`config.mk`:
```
export PLATFORM = sky130hd
export DESIGN_NAME = tws_slave
export DESIGN_NICKNAME = d
export VERILOG_FILES = /design/src/hw/tws_slave.v /design/src/hw/tws_sync.v
export VERILOG_INCLUDE_DIRS = /design/src /design/src/hw
export SDC_FILE = /design/constraint.sdc
export NUM_CORES = 1
export LEC_CHECK = 0
export BUFFER_PORTS_ARGS = -buffer_cell sky130_fd_sc_hd__buf_4
export CAP_MARGIN = 25
export CORE_ASPECT_RATIO = 1.5
export CORE_UTILIZATION = 34
export CTS_CLUSTER_DIAMETER = 40
export CTS_CLUSTER_SIZE = 10
export DETAILED_ROUTE_END_ITERATION = 10
export MAX_ROUTING_LAYER = met4
export PLACE_DENSITY = 0.63
export SETUP_SLACK_MARGIN = 0.05
export SYNTH_ARGS = -nofsm -noshare
export SYNTH_HDL_FRONTEND = slang
export SYNTH_HIERARCHICAL = 1
export SYNTH_SLANG_ARGS = --single-unit
```
`constraint.sdc`:
```
create_clock -name I_CORE_CLK -period 1.89 [get_ports I_CORE_CLK]
set_input_delay 0.2835 -clock I_CORE_CLK [delete_from_list [all_inputs] [get_ports I_CORE_CLK]]
set_output_delay 0.2835 -clock I_CORE_CLK [all_outputs]
set_load 0.05 [all_outputs]
```
`src/hw/tws_map.vh`:
```
// register map, field positions and codes of the two-wire slave engine
// assumes: classic wishbone slave, 32-bit data, byte addresses
// What this block does
// RULE1 - wait start, match address, ack or ignore
// RULE2 - matching or general call address sets address flag
// RULE3 - stop right after start sets bus error
// RULE4 - direction bit kept in readable flag
// RULE5 - master read: stretch clock, request byte
// RULE6 - address nack returns to waiting for start
// RULE7 - master write: stretch, then data, restart or stop
// RULE8 - collision: flag, release outputs, accept start
// RULE9 - stop sets address flag with stop indication
// RULE10 - written byte sets data flag, then ack/nack
// RULE11 - read: send data register byte, flag when done
// RULE12 - master nack ends sending, await stop/restart
// RULE13 - data register locked unless clock held
// RULE14 - after master ack bit set data and hold flags
// RULE15 - full byte received sets data and hold flags
// RULE16 - auto-ack mode: data read triggers bus action
// RULE17 - data register access clears flags and hold
// RULE18 - mask mode: mask bit one forces match
// RULE19 - second address mode: match either address
// RULE20 - general call is seven zero address bits
`ifndef TWS_MAP_VH
`define TWS_MAP_VH
`define TWS_OFS_CTRL_A 4'h0
`define TWS_OFS_CTRL_B 4'h1
`define TWS_OFS_STATUS 4'h2
`define TWS_OFS_ADDR 4'h3
`define TWS_OFS_DATA 4'h4
`define TWS_OFS_MASK 4'h5
// control a bits
`define TWS_CA_ENABLE 0
`define TWS_CA_AUTO 1
// control b bits
`define TWS_CB_ACK_ACT 0
`define TWS_CB_CMD_LO 1
`define TWS_CB_CMD_HI 2
`define TWS_CMD_NONE 2'h0
`define TWS_CMD_DONE 2'h2
`define TWS_CMD_RESP 2'h3
// status bits
`define TWS_ST_DATA_IF 0
`define TWS_ST_ADDR_IF 1
`define TWS_ST_HOLD 2
`define TWS_ST_DIR 3
`define TWS_ST_COLL 4
`define TWS_ST_BUS_ERR 5
`define TWS_ST_IS_ADDR 6
`define TWS_ST_BUSY 7
`define TWS_RST_BYTE 8'h00
`define TWS_BYTE_BITS 4'h8
`define TWS_GCALL 7'h00
`endif

```
`src/hw/tws_slave.v`:
```
// two-wire slave engine with classic wishbone register slave
// assumes: scl and sda are open-drain, levels worked out outside
`timescale 1ns/1ps
`include "tws_map.vh"
module tws_slave (
  input wire I_CORE_CLK,
  input wire I_RESET,
  input wire I_CE,
  input wire I_WB_CYC,
  input wire I_WB_STB,
  input wire I_WB_WE,
  input wire [3:0] I_WB_SEL,
  input wire [31:0] I_WB_ADR,
  input wire [31:0] I_WB_DAT,
  output reg [31:0] O_WB_DAT,
  output reg O_WB_ACK,
  input wire I_SCL,
  output wire O_SCL,
  output wire O_SCL_OE,
  input wire I_SDA,
  output wire O_SDA,
  output wire O_SDA_OE
);
  localparam ST_IDLE = 3'h0;
  localparam ST_ADDR = 3'h1;
  localparam ST_ACK = 3'h2;
  localparam ST_RX = 3'h3;
  localparam ST_TX = 3'h4;
  localparam ST_MACK = 3'h5;
  localparam ST_WAIT = 3'h6;

  wire scl_s;
  wire sda_s;
  tws_sync u_scl (.i_clk(I_CORE_CLK), .i_reset(I_RESET), .i_ce(I_CE),
    .i_pin(I_SCL), .o_level(scl_s));
  tws_sync u_sda (.i_clk(I_CORE_CLK), .i_reset(I_RESET), .i_ce(I_CE),
    .i_pin(I_SDA), .o_level(sda_s));

  reg scl_q, sda_q;
  wire scl_rise = scl_s & ~scl_q;
  wire scl_fall = ~scl_s & scl_q;
  wire start_ev = scl_s & scl_q & sda_q & ~sda_s;
  wire stop_ev = scl_s & scl_q & ~sda_q & sda_s;

  reg [7:0] ctrl_a_q, ctrl_b_q, addr_q, mask_q, data_q, shift_q;
  reg [2:0] state_q;
  reg [3:0] cnt_q;
  reg data_if_q, addr_if_q, hold_q, dir_q, coll_q, berr_q, is_addr_q;
  reg ack_out_q, drive_q, just_start_q, ack_phase_q;
  reg [1:0] tail_q;

  // [RULE18] [RULE19] [RULE20]
  function addr_hit;
    input [6:0] a;
    input [7:0] prim;
    input [7:0] msk;
    begin
      if (a == `TWS_GCALL)
        addr_hit = 1'b1;
      else if (msk[0])
        addr_hit = (a == prim[7:1]) || (a == msk[7:1]);
      else
        addr_hit = ((a ^ prim[7:1]) & ~msk[7:1]) == 7'h00;
    end
  endfunction

  wire enabled = ctrl_a_q[`TWS_CA_ENABLE];
  wire busy = (state_q != ST_IDLE) && !hold_q;
  wire wb_req = I_WB_CYC & I_WB_STB & ~O_WB_ACK;
  wire [3:0] wb_idx = I_WB_ADR[5:2];
  wire wb_wr = wb_req & I_WB_WE & I_WB_SEL[0];
  wire wb_rd = wb_req & ~I_WB_WE;
  // locked during a byte transfer
  wire data_ok = hold_q & ~coll_q; // [RULE13]
  wire data_wr = wb_wr && wb_idx == `TWS_OFS_DATA && data_ok;
  wire data_rd = wb_rd && wb_idx == `TWS_OFS_DATA && data_ok;
  wire [1:0] cmd = I_WB_DAT[`TWS_CB_CMD_HI:`TWS_CB_CMD_LO];
  wire cmd_wr = wb_wr && wb_idx == `TWS_OFS_CTRL_B;
  wire auto_go = data_rd && ctrl_a_q[`TWS_CA_AUTO]; // [RULE16]
  wire resume = (cmd_wr && cmd == `TWS_CMD_RESP) || auto_go || data_wr;
  wire resp_ack = auto_go ? ~ctrl_b_q[`TWS_CB_ACK_ACT] : ~I_WB_DAT[`TWS_CB_ACK_ACT];
  wire [7:0] status = {busy, is_addr_q, berr_q, coll_q, dir_q, hold_q, addr_if_q, data_if_q};

  assign O_SCL = 1'b0;
  // hold kept two more cycles so sda settles before scl is let go
  assign O_SCL_OE = (hold_q | (|tail_q)) & ~coll_q; // [RULE5] [RULE7]
  assign O_SDA = 1'b0;
  assign O_SDA_OE = drive_q & ~coll_q; // [RULE8]

  always @(posedge I_CORE_CLK) begin
    if (I_RESET) begin
      O_WB_ACK <= 1'b0;
      O_WB_DAT <= 32'h0000_0000;
    end else if (I_CE) begin
      O_WB_ACK <= wb_req;
      if (wb_rd) begin
        case (wb_idx)
          `TWS_OFS_CTRL_A: O_WB_DAT <= {24'h00_0000, ctrl_a_q};
          `TWS_OFS_CTRL_B: O_WB_DAT <= {24'h00_0000, ctrl_b_q};
          `TWS_OFS_STATUS: O_WB_DAT <= {24'h00_0000, status};
          `TWS_OFS_ADDR: O_WB_DAT <= {24'h00_0000, addr_q};
          `TWS_OFS_DATA: O_WB_DAT <= {24'h00_0000, data_ok ? data_q : `TWS_RST_BYTE};
          `TWS_OFS_MASK: O_WB_DAT <= {24'h00_0000, mask_q};
          default: O_WB_DAT <= 32'h0000_0000;
        endcase
      end
    end
  end

  always @(posedge I_CORE_CLK) begin
    if (I_RESET) begin
      scl_q <= 1'b1;
      sda_q <= 1'b1;
      ctrl_a_q <= `TWS_RST_BYTE;
      ctrl_b_q <= `TWS_RST_BYTE;
      addr_q <= `TWS_RST_BYTE;
      mask_q <= `TWS_RST_BYTE;
      data_q <= `TWS_RST_BYTE;
      shift_q <= `TWS_RST_BYTE;
      state_q <= ST_IDLE;
      cnt_q <= 4'h0;
      data_if_q <= 1'b0;
      addr_if_q <= 1'b0;
      hold_q <= 1'b0;
      dir_q <= 1'b0;
      coll_q <= 1'b0;
      berr_q <= 1'b0;
      is_addr_q <= 1'b0;
      ack_out_q <= 1'b0;
      drive_q <= 1'b0;
      just_start_q <= 1'b0;
      ack_phase_q <= 1'b0;
      tail_q <= 2'h0;
    end else if (I_CE) begin
      scl_q <= scl_s;
      tail_q <= {tail_q[0], hold_q};
      sda_q <= sda_s;
      if (wb_wr) begin
        case (wb_idx)
          `TWS_OFS_CTRL_A: ctrl_a_q <= I_WB_DAT[7:0];
          `TWS_OFS_CTRL_B: ctrl_b_q <= {7'h00, I_WB_DAT[`TWS_CB_ACK_ACT]};
          `TWS_OFS_ADDR: addr_q <= I_WB_DAT[7:0];
          `TWS_OFS_MASK: mask_q <= I_WB_DAT[7:0];
          `TWS_OFS_STATUS: begin
            // write one to clear error flags
            if (I_WB_DAT[`TWS_ST_COLL]) coll_q <= 1'b0;
            if (I_WB_DAT[`TWS_ST_BUS_ERR]) berr_q <= 1'b0;
          end
          default: ;
        endcase
      end
      if (data_wr)
        data_q <= I_WB_DAT[7:0];
      // clears first; bus events below override, so a set wins
      if (data_wr || data_rd || (cmd_wr && cmd != `TWS_CMD_NONE)) begin
        data_if_q <= 1'b0; // [RULE17]
        addr_if_q <= 1'b0;
        hold_q <= 1'b0;
      end
      if (resume && hold_q) begin
        if (state_q == ST_ACK || state_q == ST_MACK) begin
          ack_out_q <= resp_ack;
        end
        if (cmd_wr && cmd == `TWS_CMD_DONE)
          state_q <= ST_WAIT;
      end
      // a nack we cannot see on the wire is a collision
      if (scl_rise && ack_phase_q && !ack_out_q && !sda_s && state_q == ST_ACK) begin
        coll_q <= 1'b1; // [RULE8]
        state_q <= ST_WAIT;
        drive_q <= 1'b0;
        ack_phase_q <= 1'b0;
      end
      if (!enabled) begin
        state_q <= ST_IDLE;
        drive_q <= 1'b0;
        hold_q <= 1'b0;
      end else if (start_ev) begin
        state_q <= ST_ADDR; // [RULE1] [RULE8]
        cnt_q <= 4'h0;
        drive_q <= 1'b0;
        ack_phase_q <= 1'b0;
        just_start_q <= 1'b1;
      end else if (stop_ev) begin
        if (just_start_q)
          berr_q <= 1'b1; // [RULE3]
        else if (state_q != ST_IDLE) begin
          addr_if_q <= 1'b1; // [RULE9]
          is_addr_q <= 1'b0;
        end
        state_q <= ST_IDLE;
        drive_q <= 1'b0;
        just_start_q <= 1'b0;
      end else begin
        // the scl low after start is no bit; a stop may still follow
        if (scl_fall && cnt_q != 4'h0)
          just_start_q <= 1'b0;
        case (state_q)
          ST_ADDR, ST_RX: begin
            if (scl_rise) begin
              shift_q <= {shift_q[6:0], sda_s};
              cnt_q <= cnt_q + 4'h1;
            end
            if (scl_fall && cnt_q == `TWS_BYTE_BITS) begin
              cnt_q <= 4'h0;
              hold_q <= 1'b1;
              if (state_q == ST_ADDR) begin
                if (addr_hit(shift_q[7:1], addr_q, mask_q)) begin
                  addr_if_q <= 1'b1; // [RULE2]
                  is_addr_q <= 1'b1;
                  dir_q <= shift_q[0]; // [RULE4]
                  state_q <= ST_ACK;
                end else begin
                  hold_q <= 1'b0;
                  state_q <= ST_IDLE; // [RULE1]
                end
              end else begin
                data_q <= shift_q;
                data_if_q <= 1'b1; // [RULE10] [RULE15]
                state_q <= ST_ACK;
              end
            end
          end
          ST_ACK: begin
            // software answers while scl is held
            if (!hold_q && !scl_s) begin
              drive_q <= ack_out_q;
              ack_phase_q <= 1'b1;
            end
            if (scl_fall && ack_phase_q) begin
              ack_phase_q <= 1'b0;
              if (!ack_out_q)
                state_q <= ST_IDLE; // [RULE6] [RULE10]
              else if (dir_q && is_addr_q) begin
                hold_q <= 1'b1;
                data_if_q <= 1'b1; // [RULE5]
                is_addr_q <= 1'b0;
                state_q <= ST_TX;
                drive_q <= 1'b0;
              end else begin
                is_addr_q <= 1'b0;
                drive_q <= 1'b0;
                state_q <= ST_RX; // [RULE7]
              end
            end
          end
          ST_TX: begin
            if (!hold_q && !scl_s && cnt_q != `TWS_BYTE_BITS)
              drive_q <= ~data_q[3'h7 - cnt_q[2:0]]; // [RULE11]
            if (scl_rise && cnt_q != `TWS_BYTE_BITS) begin
              if (!drive_q && !sda_s)
                coll_q <= 1'b1;
              cnt_q <= cnt_q + 4'h1;
            end
            if (scl_fall && cnt_q == `TWS_BYTE_BITS) begin
              drive_q <= 1'b0;
              cnt_q <= 4'h0;
              state_q <= ST_MACK;
            end
          end
          ST_MACK: begin
            if (scl_rise)
              ack_out_q <= ~sda_s;
            if (scl_fall) begin
              data_if_q <= 1'b1; // [RULE11] [RULE14]
              hold_q <= ~sda_q;
              state_q <= sda_q ? ST_WAIT : ST_TX; // [RULE12]
            end
          end
          ST_WAIT: drive_q <= 1'b0;
          default: state_q <= ST_IDLE;
        endcase
      end
    end
  end
endmodule

```
`src/hw/tws_sync.v`:
```
// two flip-flop synchroniser for one pin
// assumes: input is asynchronous to i_clk
`timescale 1ns/1ps
module tws_sync (
  input wire i_clk,
  input wire i_reset,
  input wire i_ce,
  input wire i_pin,
  output reg o_level
);
  reg meta_q;
  always @(posedge i_clk) begin
    if (i_reset) begin
      meta_q <= 1'b1;
      o_level <= 1'b1;
    end else if (i_ce) begin
      meta_q <= i_pin;
      o_level <= meta_q;
    end
  end
endmodule

```
==> results of run 1 <==
what timing repair did:
action | in CTS | in global routing
buffers inserted | 2 | 3
gates resized for setup | 29 | 41
pin swaps | 6 | 17
gates cloned | 0 | 1
setup endpoints to repair | 21 | 34
registers in the layout, summed over array words and instances (netlist names), 2 cells and up:
name      count
O_WB_DAT      8
addr_q        8
cnt_q         4
ctrl_a_q      8
data_q        8
mask_q        8
shift_q       8
state_q       3
tail_q        2
worst register-to-register path, cell delays in order, from the launching register on:
cell      delay (ps)
dfxtp_4          350
inv_4             60
ha_4             150
nand3b_4          80
or2_4            280
a211oi_2         260
o21a_1           210
o31ai_1           90
a32o_1           260
final timing paths:
kind                      from       endpoint  cells after the start
setup reg to reg      cnt_q[1]       cnt_q[2]                      8
hold reg to reg   u_scl/meta_q  u_scl/o_level                      1
setup / recovery      cnt_q[1]       cnt_q[2]                      8
hold / removal           I_SCL   u_scl/meta_q                      2
cells by family after synthesis:
group / Yosys count / share of synthesized area
flops: 76 / 0.3374
simple gates: 200 / 0.2309
buf+inv: 74 / 0.1024
xor+xnor: 15 / 0.02913
other cells: 1 / 0.0008316
fa+ha+maj: 2 / 0.005549
mux: 49 / 0.1118
compound gates: 122 / 0.1820
cells in the mapped netlist (3+ instances only):
cell	count
nor2_1	89
dfxtp_1	76
mux2i_1	47
a21oi_1	42
buf_4	26
nand2_1	26
o21ai_0	17
clkbuf_1	15
nor2b_1	14
a22oi_1	13
nand3_1	11
nor3_1	11
xnor2_1	11
inv_1	10
clkbuf_2	8
nand4_1	8
a222oi_1	7
a31oi_1	7
buf_2	6
buf_6	6
a211o_1	5
and3_1	5
nor4_1	5
o22ai_1	4
xor2_1	4
nand4b_1	3
o21a_1	3
layout by cell type, fill, tap and decap left out, types with 4 or more instances in the layout:
cell / netlist / final
dfxtp_2: 0 / 15
nor2_1: 89 / 85
nor2b_1: 14 / 14
nand4_1: 8 / 8
nand3_1: 11 / 11
a211o_1: 5 / 4
nor3_1: 11 / 9
nor2_2: 1 / 4
dfxtp_4: 0 / 5
a21oi_1: 42 / 34
buf_4: 26 / 112
clkbuf_16: 0 / 9
xnor2_2: 0 / 5
xor2_1: 4 / 4
o21ai_0: 17 / 15
nand2_1: 26 / 26
xnor2_1: 11 / 5
and3_1: 5 / 5
a21oi_2: 0 / 7
inv_1: 10 / 8
conb_1: 1 / 26
dfxtp_1: 76 / 56
mux2i_1: 47 / 46
a222oi_1: 7 / 7
a31oi_1: 7 / 7
a22oi_1: 13 / 13
power by group through the flow:
| stage | sequential, mW | combinational, mW | clock, mW |
|---|---|---|---|
| 4_1_cts | 1.62 | 0.354 | 1.82 |
| 5_1_grt | 1.62 | 0.388 | 1.88 |
| 3_5_place_dp | 1.66 | 0.351 | 0 |
| 2_1_floorplan | 1.66 | 0.277 | 0 |
| 6_report | 1.62 | 0.365 | 1.81 |
| 3_3_place_gp | 1.66 | 0.348 | 0 |
metal layers:
layer,part of all wire,up-vias
li1,-,2062
met1,0.39,2099
met2,0.52,140
met3,0.045,39
met4,0.046,0
met5,0,-
final cells by class:
cell class / count / area [sq um] / share of cell area
clock inverter: 6 / 67.56 / 0.01145
clock buffer: 10 / 239.0 / 0.04051
timing repair buffer: 116 / 912.1 / 0.1546
tap: 159 / 198.9 / 0.03372
inverter: 10 / 40.04 / 0.006787
multi-input combinational: 415 / 2883 / 0.4887
sequential: 76 / 1559 / 0.2643
stage by stage:
step | area (sq um) | setup TNS (ps) | hold WS, ps | setup slack (ps)
6_report | 5899 | 0 | 142.4 | 45.34
3_5_place_dp | 5273 | -1812 | 446.9 | -193.8
5_1_grt | 5899 | -343.5 | 142.7 | -74.31
4_1_cts | 5688 | 0 | 142.0 | 0.04441
3_3_place_gp | 5273 | -1412 | 432.4 | -231.2
2_1_floorplan | 4627 | 0 | 382.1 | 10.25
==> metrics.csv, run 1 <==
metric;value;unit
run status;finished clean;
Final Hold Viols;0;
nets;706;
via count;4340;
post-synthesis sequential area ratio;0.3374;
sw frac;0.2665;
M2 GR Usage;0.3748;
die area;13740;sq um
Synth area leaders;dfxtp_1, mux2i_1, nor2_1;
internal cell power;2.781;mW
VDD IR max;0.4472;mV
worst-margin pin slew;603.8;ps
pwr dens;642.8;nW/um^2
met1 Use GR;0.2346;
Slowest cell on crit path;dfxtp_4;
Fmax achieved;0.5421;GHz
drc violations;0;
dpl cells;770;
Final Wtd Congestion;0.9562;
Leak;2.225;nW
grt met3 use;0.03088;
Synth Cell Area;4509;sq um
total track usage;0.2196;
WP data arrival;2080;ps
clock network power share;0.476;
top_reg_cell synth;dfxtp_1;
setup slack, reg-to-reg;50;ps
largest net degree at the start of global routing;45;
IO Pins;113;
vias in the first global route;4167;
Finished Layout Cells;792;
Worst Setup Path Type;flip-flop to flip-flop;
crit path launch type;flip-flop;
count of final max-slew check failures;0;
core area;12950;sq um
Layout area overhead;30.83;%
crit path max fanout;5;
DR iter-0 viols;218;
Final setup viols;0;
# diodes;0;
Post-Route WL;14350;um
Tmin final;1845;ps
Detailed Place HPWL;10690;um
Gate Count Post-Synth;539;
Critical Path RT;2120;ps
max-cap violations;0;
Comb power frac;0.096;
initial cell density of the core;0.3481;
number of synthesized flops with an enable pin;0;
Antenna Violating Nets Remaining;0;
share of the synthesized area in the top cell type;0.3374;
std cell rows;51;
Crit path max-delay family;compound AO/OA/AOI/OAI gates;
ys async rst share;0;
crit end category;flip-flop;
sequential power share;0.427;
Synth Warn #;6;
crit-path cells;inv_4 > ha_4 > nand3b_4 > or2_4 > a211oi_2 > o21a_1 > o31ai_1 > a32o_1;
Final Cycle Share;0.9760;
share of cells above drive strength 1;0.3349;
Final Power;3.792;mW
detail-routed via count per cell;5.480;
CTS H-tree lvls;3;
CTS Buf Count;9;
gr busiest metal;met2;
slowest stage delay, CP;350;ps
Port Buffers;31;
TritonCTS clock tree;yes;
first-pass GRT wire length;21860;um
Sw Pwr;1.010;mW
WP buf/inv;1;
die height;143.0;um
worst rel slew slack;0.5924;
CTS root buf;clkbuf_16;
top cell type by total area after synthesis;dfxtp_1;
RSZ-0062 raised after global routing;yes;
antenna violations before repair;0;
CTS Buffer Depth;2;
Util after Layout;0.4554;
Sink Count;76;
clk_skew;6.383;ps
synthesized area per cell;8.366;sq um
clock insertion delay at the later pin of the skew report;340;ps
die width;96.03;um
CTS Hold Bufs;0;
post-synthesis sequential element count;76;
clk slew on worst S/H paths;60;ps
Distinct cells, synth;76;
worst hold path type;primary input to flip-flop;
filler cell count;1249;
GRT overflow;0;
routed wire length per instance;18.12;um
Pre-antenna DRT Iters;5;
No activity file was read; power rests on OpenSTA's default activity.
==> run 2, diff against run 1 <==
--- a/config.mk
+++ b/config.mk
@@ -13,6 +13,7 @@
 export CTS_CLUSTER_DIAMETER = 40
 export CTS_CLUSTER_SIZE = 10
 export DETAILED_ROUTE_END_ITERATION = 10
+export GPL_TIMING_DRIVEN = 0
 export MAX_ROUTING_LAYER = met4
 export PLACE_DENSITY = 0.63
 export SETUP_SLACK_MARGIN = 0.05
==> constraint.sdc (replaced) <==
create_clock -name I_CORE_CLK -period 1.89 [get_ports I_CORE_CLK]
set_input_delay 0.378 -clock I_CORE_CLK [delete_from_list [all_inputs] [get_ports I_CORE_CLK]]
set_output_delay 0.378 -clock I_CORE_CLK [all_outputs]
set_load 0.05 [all_outputs]
==> metrics.csv, run 2 (same netlist as run 1, synthesis figures left out) <==
metric;value;unit
worst hold path endpoint;u_scl/meta_q;
Finished Layout Cells;792;
worst rel slew slack;0.4368;
CTS H-tree lvls;3;
Antenna Violating Nets Remaining;0;
Leak;2.247;nW
count of final max-slew check failures;0;
min-delay src;I_SCL;
Pre-antenna DRT Iters;5;
WP data arrival;2250;ps
nets;706;
slowest stage delay, CP;350;ps
failing checks;setup timing;
IO Pins;113;
die height;143.0;um
worst hold path type;primary input to flip-flop;
DR iter-0 viols;255;
commonest non-fill, non-tap cell in the layout;buf_4;
RR Startpoint;cnt_q[0];
Critical Path RT;2090;ps
# diodes;0;
Fmax achieved;0.4872;GHz
drc violations;0;
Crit path max-delay family;simple AND/OR/NAND/NOR gates;
clock insertion delay at the later pin of the skew report;340;ps
Sink Count;76;
Tmin final;2053;ps
Final Wtd Congestion;0.9559;
setup slack, reg-to-reg;-160;ps
crit end category;flip-flop;
most frequent cells in the layout;buf_4, nor2_1, dfxtp_1;
max-cap violations;0;
std cell rows;51;
first-pass GRT wire length;22560;um
filler cell count;1231;
dpl cells;753;
pwr dens;646.9;nW/um^2
antenna violations before repair;0;
Layout area overhead;34.85;%
vias in the first global route;4131;
Worst Setup Path Type;flip-flop to flip-flop;
Multi-input gate area;3067;sq um
total track usage;0.2270;
via count;4397;
R2R depth;11;
Final Cycle Share;1.086;
pre-CTS WS;-550.1;ps
Post-Route WL;15120;um
FF/Latch Area;1546;sq um
clk_skew;10.20;ps
die width;96.03;um
TritonCTS clock tree;yes;
crit path max fanout;7;
Detailed Place HPWL;10590;um
core area;12950;sq um
run status;complete, but fails checks;
CTS Hold Bufs;0;
RSZ-0062 raised after global routing;yes;
crit path launch type;flip-flop;
Final Hold Viols;0;
clk slew on worst S/H paths;60;ps
detail-routed via count per cell;5.552;
initial cell density of the core;0.3481;
TNS Setup;-611.5;ps
final worst setup slack;-162.7;ps
VDD IR max;0.4643;mV
CTS Buffer Depth;2;
die area;13740;sq um
CTS root buf;clkbuf_16;
largest net degree at the start of global routing;14;
Port Buffers;30;
Slowest cell on crit path;dfxtp_4;
share of cells above drive strength 1;0.3476;
Final setup viols;11;
Hold Path Stages;2;
worst-margin pin slew;842.6;ps
CTS Buf Count;9;
routed wire length per instance;19.08;um
RR Endpoint;data_q[2];
WP buf/inv;3;
GRT overflow;0;
crit-path cells;inv_4 > ha_4 > nand3b_4 > or2_1 > buf_6 > nor3_4 > buf_6 > mux2i_2 > nor2_1 > a21oi_1 > nor2_1;
Final Power;3.934;mW
[run 2: worst max path at each step]
| stage | start | to | slack, ps | cells after the start |
|---|---|---|---|---|
| after global placement | I_WB_ADR[4] | hold_q | -580 | 7 |
| after global routing | cnt_q[0] | data_q[2] | -220 | 11 |
| final | cnt_q[0] | data_q[2] | -160 | 11 |
| after floorplan | cnt_q[1] | cnt_q[2] | 10 | 9 |
| after CTS | cnt_q[0] | data_q[1] | -50 | 11 |
| after detailed placement | I_WB_ADR[4] | hold_q | -550 | 7 |
[run 2: layout make-up]
type,count,area share
inverter,10,0.006996
buffer,60,0.07572
multi-input combinational,414,0.5043
tap,159,0.03272
timing repair buffer,57,0.07161
clock buffer,12,0.04568
sequential,76,0.2543
clock inverter,4,0.008642
[run 2: power breakdown]
group / switching, mW / internal, mW / leakage, nW / total [mW]
Combinational: 0.291 / 0.140 / 1.46 / 0.431
Sequential: 0.0122 / 1.61 / 0.619 / 1.62
Clock: 0.702 / 1.18 / 0.164 / 1.88
Total: 1.01 / 2.93 / 2.25 / 3.93
[run 2: repair_timing]
| item | 4_1_cts | 5_1_grt |
|---|---|---|
| gates resized for setup | 74 | 55 |
| setup endpoints to repair | 46 | 58 |
| cloned | 2 | 0 |
| pin swaps | 20 | 21 |
| buffers inserted | 16 | 9 |
[run 2: per-layer routing]
metal	part of all wire	vias up	track usage
met5	0	-	-
met4	0.060	0	0.1343
met3	0.045	53	0.04420
met2	0.52	184	0.3834
met1	0.37	2098	0.2407
li1	-	2062	-
[run 2: stage by stage]
step | hold slack, ps | cell area [sq um] | utilization
3_3_place_gp | 432.7 | 5051 | 0.3899
4_1_cts | 243.7 | 5817 | 0.4490
5_1_grt | 247.7 | 6081 | 0.4694
2_1_floorplan | 427.3 | 4627 | -
3_5_place_dp | 445.0 | 5051 | 0.3899
6_report | 246.8 | 6081 | 0.4694
